<file path="config.mk">
export PLATFORM = sky130hd
export DESIGN_NAME = sps_status
export DESIGN_NICKNAME = d
export VERILOG_FILES = /design/src/design/sps_pkg.sv /design/src/design/sps_flag.sv /design/src/design/sps_status.sv
export SDC_FILE = /design/constraint.sdc
export NUM_CORES = 1
export LEC_CHECK = 0
export BUFFER_PORTS_ARGS = -buffer_cell sky130_fd_sc_hd__buf_4
export CORE_MARGIN = 2
export CORE_UTILIZATION = 48
export CTS_CLUSTER_DIAMETER = 40
export CTS_CLUSTER_SIZE = 40
export DETAILED_ROUTE_END_ITERATION = 10
export PLACE_DENSITY = 0.91
export RECOVER_POWER = 50
export SLEW_MARGIN = 30
export SYNTH_ARGS = -nofsm -noshare
export SYNTH_HDL_FRONTEND = slang
export SYNTH_HIERARCHICAL = 1
export SYNTH_SLANG_ARGS = --single-unit
export TNS_END_PERCENT = 20
</file>
<file path="constraint.sdc">
create_clock -name clk_i -period 4 [get_ports clk_i]
set_input_delay 0.8 -clock clk_i [delete_from_list [all_inputs] [get_ports clk_i]]
set_output_delay 0.8 -clock clk_i [all_outputs]
set_load 0.02 [all_outputs]
</file>
<file path="src/design/sps_pkg.sv">
package sps_pkg;
    // ************************************************************
    // Register map (word addresses on the bus, byte offset / 4)
    // ************************************************************
    localparam logic [3:0] SPS_ADR_STATUS  = 4'h0;
    localparam logic [3:0] SPS_ADR_CONTROL = 4'h1;
    localparam logic [3:0] SPS_ADR_BUFFER  = 4'h2;
    localparam logic [3:0] SPS_ADR_IRQ_ST  = 4'h3;
    localparam logic [3:0] SPS_ADR_IRQ_MSK = 4'h4;
    // ************************************************************
    // Status field positions
    // ************************************************************
    localparam int SPS_ST_SMP = 7;
    localparam int SPS_ST_CKE = 6;
    localparam int SPS_ST_DA  = 5;
    localparam int SPS_ST_P   = 4;
    localparam int SPS_ST_S   = 3;
    localparam int SPS_ST_RW  = 2;
    localparam int SPS_ST_UA  = 1;
    localparam int SPS_ST_BF  = 0;
    // Control field positions
    localparam int SPS_CT_EN  = 0;
    localparam int SPS_CT_I2C = 1;
    // Interrupt event positions
    localparam int SPS_EV_START = 0;
    localparam int SPS_EV_STOP  = 1;
    localparam int SPS_EV_RX    = 2;
    localparam int SPS_EV_TXD   = 3;
    localparam int SPS_EV_N     = 4;
    // Reset values
    localparam logic [7:0] SPS_RST_BYTE = 8'h00;
    localparam logic [1:0] SPS_RST_CTRL = 2'h0;
endpackage : sps_pkg

</file>
<file path="src/design/sps_flag.sv">
`timescale 1ns/10ps
// Sticky flag: set wins over clear
module sps_flag (
    // Clock and reset
    input  wire logic clk_i,
    input  wire logic rst_i,
    // Control
    input  wire logic set_i,
    input  wire logic clr_i,
    // State
    output logic      flag_o
);
    // Set has priority so no event is lost
    always_ff @(posedge clk_i) begin
        if (rst_i) begin
            flag_o <= 1'b0;
        end else if (set_i) begin
            flag_o <= 1'b1;
        end else if (clr_i) begin
            flag_o <= 1'b0;
        end
    end
endmodule : sps_flag

</file>
<file path="src/design/sps_status.sv">
`timescale 1ns/10ps
module sps_status (
    // Clock and reset
    input  wire logic        clk_i,
    input  wire logic        rst_i,
    // Wishbone slave
    input  wire logic        cyc_i,
    input  wire logic        stb_i,
    input  wire logic        we_i,
    input  wire logic [5:0]  adr_i,
    input  wire logic [3:0]  sel_i,
    input  wire logic [31:0] dat_i,
    output logic [31:0]      dat_o,
    output logic             ack_o,
    // Bus engine events (same clock)
    input  wire logic        start_det_i,
    input  wire logic        stop_det_i,
    input  wire logic        byte_done_i,
    input  wire logic        byte_is_data_i,
    input  wire logic        rx_byte_i,
    input  wire logic [7:0]  rx_data_i,
    input  wire logic        tx_busy_i,
    input  wire logic        rw_i,
    input  wire logic        ua_i,
    // To bus engine
    output logic [7:0]       tx_data_o,
    output logic             tx_start_o,
    output logic             module_enable_bit_o,
    output logic             i2c_mode_o,
    output logic             smp_o,
    output logic             cke_o,
    // Interrupt
    output logic             irq_o
);
    import sps_pkg::*;

    // ************************************************************
    // Bus decode
    // ************************************************************
    logic        req;
    logic        wr;
    logic        rd;
    logic [3:0]  word;
    logic [7:0]  status_reg;
    logic [1:0]  ctrl_reg;
    logic [1:0]  cfg_reg;
    logic [7:0]  rxbuf_reg;
    logic [SPS_EV_N-1:0] ev_st;
    logic [SPS_EV_N-1:0] mask_reg;
    logic [SPS_EV_N-1:0] ev_set;
    logic        tx_busy_d_reg;
    logic        en;
    logic        i2c;

    assign word = adr_i[5:2];
    assign req  = cyc_i & stb_i & ~ack_o;
    assign wr   = req & we_i & sel_i[0];
    assign rd   = req & ~we_i;
    assign en   = ctrl_reg[SPS_CT_EN];
    assign i2c  = en & ctrl_reg[SPS_CT_I2C];

    // Ack one cycle after request, dropped the cycle after
    always_ff @(posedge clk_i) begin
        if (rst_i) begin
            ack_o <= 1'b0;
        end else begin
            ack_o <= req;
        end
    end

    // Read data mux, unmapped reads zero
    always_ff @(posedge clk_i) begin
        if (rst_i) begin
            dat_o <= 32'h0000_0000;
        end else if (rd) begin
            unique case (word)
                SPS_ADR_STATUS:  dat_o <= {24'h000000, status_reg};
                SPS_ADR_CONTROL: dat_o <= {30'h0, ctrl_reg};
                SPS_ADR_BUFFER:  dat_o <= {24'h000000, rxbuf_reg};
                SPS_ADR_IRQ_ST:  dat_o <= {28'h0, ev_st};
                SPS_ADR_IRQ_MSK: dat_o <= {28'h0, mask_reg};
                default:         dat_o <= 32'h0000_0000;
            endcase
        end
    end

    // ************************************************************
    // Control, configuration and mask registers
    // ************************************************************
    always_ff @(posedge clk_i) begin
        if (rst_i) begin
            ctrl_reg <= SPS_RST_CTRL;
            mask_reg <= '0;
            cfg_reg  <= 2'h0;
        end else if (wr && word == SPS_ADR_CONTROL) begin
            ctrl_reg <= dat_i[1:0];
        end else if (wr && word == SPS_ADR_IRQ_MSK) begin
            mask_reg <= dat_i[SPS_EV_N-1:0];
        end else if (wr && word == SPS_ADR_STATUS) begin
            cfg_reg  <= dat_i[SPS_ST_SMP:SPS_ST_CKE];
        end
    end
    assign module_enable_bit_o = en;
    assign i2c_mode_o          = ctrl_reg[SPS_CT_I2C];
    assign smp_o               = cfg_reg[1];
    assign cke_o               = cfg_reg[0];

    // Transmit launch on buffer write
    always_ff @(posedge clk_i) begin
        if (rst_i) begin
            tx_data_o  <= SPS_RST_BYTE;
            tx_start_o <= 1'b0;
        end else begin
            tx_start_o <= wr && word == SPS_ADR_BUFFER && en;
            if (wr && word == SPS_ADR_BUFFER) begin
                tx_data_o <= dat_i[7:0];
            end
        end
    end

    // Received byte capture
    always_ff @(posedge clk_i) begin
        if (rst_i) begin
            rxbuf_reg <= SPS_RST_BYTE;
        end else if (rx_byte_i) begin
            rxbuf_reg <= rx_data_i;
        end
    end

    // ************************************************************
    // Bus condition and byte type flags
    // ************************************************************
    logic da_reg;
    logic p_reg;
    logic s_reg;
    logic bf_reg;
    logic rw_reg;
    logic ua_reg;

    // Data or address of last byte
    always_ff @(posedge clk_i) begin
        if (rst_i || !en) begin
            da_reg <= 1'b0;
        end else if (i2c && byte_done_i) begin
            da_reg <= byte_is_data_i;
        end
    end

    // Last condition: start and stop exclude each other
    always_ff @(posedge clk_i) begin
        if (rst_i || !en) begin
            s_reg <= 1'b0;
            p_reg <= 1'b0;
        end else if (i2c && start_det_i) begin
            s_reg <= 1'b1;
            p_reg <= 1'b0;
        end else if (i2c && stop_det_i) begin
            s_reg <= 1'b0;
            p_reg <= 1'b1;
        end
    end

    // Direction and address update snapshots
    always_ff @(posedge clk_i) begin
        if (rst_i || !en) begin
            rw_reg <= 1'b0;
            ua_reg <= 1'b0;
        end else begin
            rw_reg <= i2c ? rw_i : 1'b0;
            ua_reg <= i2c ? ua_i : 1'b0;
        end
    end

    // Buffer full: set beats clear
    always_ff @(posedge clk_i) begin
        if (rst_i || !en) begin
            bf_reg <= 1'b0;
        end else if (rx_byte_i || tx_start_o || tx_busy_i) begin
            bf_reg <= 1'b1;
        end else if ((rd && word == SPS_ADR_BUFFER)
                     || (tx_busy_d_reg && !tx_busy_i)) begin
            bf_reg <= 1'b0;
        end
    end

    always_ff @(posedge clk_i) begin
        if (rst_i) begin
            tx_busy_d_reg <= 1'b0;
        end else begin
            tx_busy_d_reg <= tx_busy_i;
        end
    end

    // Status byte assembly
    always_comb begin
        status_reg              = SPS_RST_BYTE;
        status_reg[SPS_ST_SMP]  = cfg_reg[1];
        status_reg[SPS_ST_CKE]  = cfg_reg[0];
        status_reg[SPS_ST_DA]   = da_reg;
        status_reg[SPS_ST_P]    = p_reg;
        status_reg[SPS_ST_S]    = s_reg;
        status_reg[SPS_ST_RW]   = rw_reg;
        status_reg[SPS_ST_UA]   = ua_reg;
        status_reg[SPS_ST_BF]   = bf_reg;
    end

    // ************************************************************
    // Interrupt status, cleared by read
    // ************************************************************
    always_comb begin
        ev_set               = '0;
        ev_set[SPS_EV_START] = i2c & start_det_i;
        ev_set[SPS_EV_STOP]  = i2c & stop_det_i;
        ev_set[SPS_EV_RX]    = en & rx_byte_i;
        ev_set[SPS_EV_TXD]   = tx_busy_d_reg & ~tx_busy_i;
    end

    genvar gi;
    generate
        for (gi = 0; gi < SPS_EV_N; gi++) begin : g_ev
            sps_flag u_flag (
                .clk_i  (clk_i),
                .rst_i  (rst_i),
                .set_i  (ev_set[gi]),
                .clr_i  (rd && word == SPS_ADR_IRQ_ST),
                .flag_o (ev_st[gi])
            );
        end
    endgenerate

    assign irq_o = |(ev_st & mask_reg);
endmodule : sps_status

</file>
# Word-level counts from Yosys, hierarchy flattened
# Cells that the tools add are included.
[word_totals] ff_bits=69 input_bits=63 output_inout_bits=47 wordCells=79
[classes] eq_ne=4 muxes=10 bitwise=17 n_reduce_logical=29
[ops] op="8-bit case mux with 5 select lines" count=1
[ops] op="2-bit nonzero test" count=6
[ops] op="1-bit logical AND" count=11
[ops] op="1-bit AND" count=10
[ops] op="1-bit 2-to-1 mux" count=9
[ops] op="4-bit by 2-bit == test with 1-bit output (second input constant)" count=2
[ops] op="1-bit inverter" count=6
[ops] op="4-bit AND" count=1
[ops] op="4-bit by 1-bit == test with 1-bit output (second input constant)" count=1
[ops] op="4-bit by 3-bit == test with 1-bit output (second input constant)" count=1
[ops] op="4-bit logical NOT" count=1
[ops] op="1-bit logical OR" count=4
[ops] op="2-bit OR reduction" count=2
[ops] op="4-bit OR reduction" count=1
[ops] op="3-bit AND reduction" count=1
[ops] op="1-bit logical NOT" count=2
[ops] op="2-bit AND reduction" count=1

# Logic depth before layout (Yosys ltp)
[logic_depth] ltp_word=7 mapped_depth=5 ltp_nobuf=4

# Cells and area by module
# The synthesis kept the hierarchy.
[by_module_without_submodules] mod="sps_status" n_inst=1 cells_each=211 area_each_um2=1954.4 seq_area_each_um2=820.8
[by_module_without_submodules] mod="sps_flag" n_inst=4 cells_each=4 area_each_um2=38.8 seq_area_each_um2=20.0

# Least setup slack after synthesis
# No wires, ideal clock.
[synth_timing] path_type="input to register" start="in adr_i[5]" end="reg cfg_reg[0]" setup_ns=0.128 arrival_time_ns=1.976 required_ns=3.872 slack_ns=1.896 path_stages=4 path_buffers=0 path_cell_list="or4_2 > nor3_1 > mux2i_1 > nor2_1"
[synth_between] elab_chain_cells=4 elab_cells_between_ends=9 classes_between="2 x eq/ne; 2 x bitwise; 5 x reduce/logical"
[synth_lines] element="start, declared" line_no="sps_status.sv:10" source="input wire logic [5:0] adr_i,"
[synth_lines] element="4-bit by 3-bit == test with 1-bit output / 4-bit by 1-bit == test with 1-bit output (equally long branches)" line_no="sps_status.sv:97, sps_status.sv:95"
[synth_lines] element="1-bit logical AND (on tied branches)" line_no="sps_status.sv:97, sps_status.sv:95"
[synth_lines] element="1-bit inverter (no line)"
[synth_lines] element="3-bit AND reduction (no line) (*)"
[synth_lines] element="end signal, assigned" line_no="sps_status.sv:100" source="cfg_reg <= dat_i[SPS_ST_SMP:SPS_ST_CKE];"
[synth_lines] element="end, declared" line_no="sps_status.sv:46" source="logic [1:0] cfg_reg;"
# Mark *: on every way between the ends. The rest lies on a longest branch, timed or not.
# A chain may end at the register's enable or synchronous reset.

==> results.yml <==
setup_path:
  worstPathArrival_ns: 2.55
  start_kind: "input pin"
  crit_path_end_kind: "flip-flop"
  crit_type: "in -> reg"
  crit_fanout: 41
  critPathRequiredTime_ns: 4.18
global_routing:
  grt_max_degree: 42
  track_usage: 0.1890
  antenna_found_initial: 0
  overflow: 0
  grt_pass1_vias: 1561
  grt_pass1_wl_um: 7417
drt:
  viasPerCell: 5.042
  drt_iter0_drc: 76
  dr.pass1.iters: 4
  wl_um: 4438
  ant_nets: 0
  drc: 0
  avgRoutedWirePerCell_um: 13.33
  vias: 1679
yosys:
  synthTopCellsByArea: "dfxtp_1 (43%), mux2i_1 (13%), buf_4 (8.5%)"
  ys.flop_type: "dfxtp_1"
  synth_top_area_cell: "dfxtp_1"
  async_flop_share: 0
  yosysTopAreaCellShare: 0.4270
  yosysWarnings: 6
  yosysUniqueCellTypes: 37
  ys_ff_latch: 45
  postSynthCellCount: 227
  netlist_area_um2: 2110
  seq_area_frac_synth: 0.4270
  synth_edf_count: 0
  syn_area_per_cell_um2: 9.293
pwr:
  p_leak_nw: 1.006
  vdd_drop_max_uv: 181.8
  p_int_mw: 0.6129
  swShare: 0.2544
  p_clk_frac: 0.328
  p_per_area_nw_per_um2: 330.6
  seq_power_share: 0.557
  power.switching_mw: 0.2091
  power_mw: 0.8220
  combPwrFrac: 0.115
sta:
  slew_violations: 42
  skew_ns: 0.005128
  max_clock_freq_mhz: 421.0
  slew_headroom: -0.1640
  rsz0062_at_grt: "no"
  timing.final.crit_share: 0.5939
  setup-tns-final_ns: 0
  setup_viol: 0
  fin_crit_ns: 2.375
  hold_violations: 0
  worstMarginPinSlew_ns: 1.746
  hold-worst-slack_ns: 0.4592
hold_path:
  hp-class: "reg -> reg"
floorplanning:
  dieArea_um2: 4941
  dieHeight_um: 70.30
  pin_count: 110
  num_rows: 24
  die_w_um: 70.30
  coreArea_um2: 4294
  start_util: 0.4913
final_layout:
  post-route-util: 0.5790
  nNetsFinal: 343
  synthToLayoutAreaGrowth_pct: 17.85
  finish.instance_area_um2: 2486
  n_antenna_cell: 0
  final_common_cell: "dfxtp_1"
  drive_above_1_share: 0.2171
  layout_common_cells: "dfxtp_1 (45), buf_4 (39), nor2_1 (33), mux2i_1 (28), conb_1 (24)"
  fillers: 423
clock_tree:
  htreeDepth: 2
  clk_root_buffer_cell: "clkbuf_8"
  cts_buffers: 5
  cts_resized: 0
  cts_tree: "done"
  clock_sinks: 45
  clock_path_buffers: 2
  clk_latency_ns: 0.30
  path_clk_slew_ns: 0.08
  cts_setup_buffers: 0
  cts_hold_buf: 0
placed_design:
  placement.io_buffers: 56
  place_area_um2: 2467
  gp_congestion: 0.8270
  hpwl_um: 3330
run_status:
  outcome: "finished with violations"
  violations: "max-capacitance violations, max-slew violations"
run:
  max_cap_violations: 1
==> per-stage QoR <==
stage	setup WS (ns)	cells
6_report	1.625	333
5_1_grt	1.448	333
4_1_cts	1.900	333
3_5_place_dp	1.576	325
3_3_place_gp	1.612	325
2_1_floorplan	1.896	250
==> metal layers <==
| layer | vias to the layer above | wire [um] | part of all wire | GRT usage |
|---|---|---|---|---|
| met1 | 760 | 1948 | 0.44 | 0.2430 |
| li1 | 843 | - | - | - |
| met5 | - | 0 | 0 | 0 |
| met4 | 0 | 78 | 0.018 | 0.06624 |
| met2 | 68 | 2057 | 0.46 | 0.2914 |
| met3 | 8 | 353 | 0.080 | 0.06926 |
==> cell families after synthesis <==
logic type / Yosys count / share of synthesized area
other cells: 1 / 0.001778
flops: 45 / 0.4270
simple gates: 82 / 0.2165
compound gates: 28 / 0.08838
mux: 32 / 0.1542
buf+inv: 39 / 0.1121
==> synthesized netlist by cell type, drive strengths merged, types with 3 or more instances <==
master and number:
buf 25, mux2i 28, nor2b 3, o21ai 6, nor3 7, nor2 33
nand2 9, inv 6, mux2 4, clkbuf 8, nand3 3, nand3b 4
dfxtp 45, a21oi 9, or4b 3, a22oi 5, nand2b 7
==> power groups by stage <==
stage / logic (mW) / clock network, mW / registers, mW
floorplan: 0.0748 / 0 / 0.468
global placement: 0.0933 / 0 / 0.468
detailed placement: 0.0947 / 0 / 0.469
CTS: 0.0949 / 0.277 / 0.458
global route: 0.103 / 0.296 / 0.459
finish: 0.0948 / 0.269 / 0.458
==> worst max-delay path: stages <==
cell,delay [ns]
clkbuf_1,1.23
nand2b_1,0.39
o21ai_0,0.12
==> layout make-up <==
class | count | area [um2] | area share
multi-input cells | 166 | 1059 | 0.4258
flip-flops and latches | 45 | 900.9 | 0.3624
repair buffers | 56 | 356.6 | 0.1434
clock buffers | 6 | 72.57 | 0.02919
well taps | 52 | 65.06 | 0.02617
inverters | 6 | 22.52 | 0.009059
clock inverters | 2 | 10.01 | 0.004026
==> final timing paths <==
check             slack, ns  cells after the start                   from                        end
hold / removal         0.46                      2  dat_o[0]$_SDFFE_PP0N_      dat_o[0]$_SDFFE_PP0N_
hold reg to reg        0.46                      2  dat_o[0]$_SDFFE_PP0N_      dat_o[0]$_SDFFE_PP0N_
setup / recovery       1.62                      3                  rst_i   ctrl_reg[0]$_SDFFE_PP0P_
setup reg to reg       2.24                      4       ack_o$_SDFF_PP0_  tx_data_o[7]$_SDFFE_PP0P_
No activity file was read; power rests on OpenSTA's default activity.
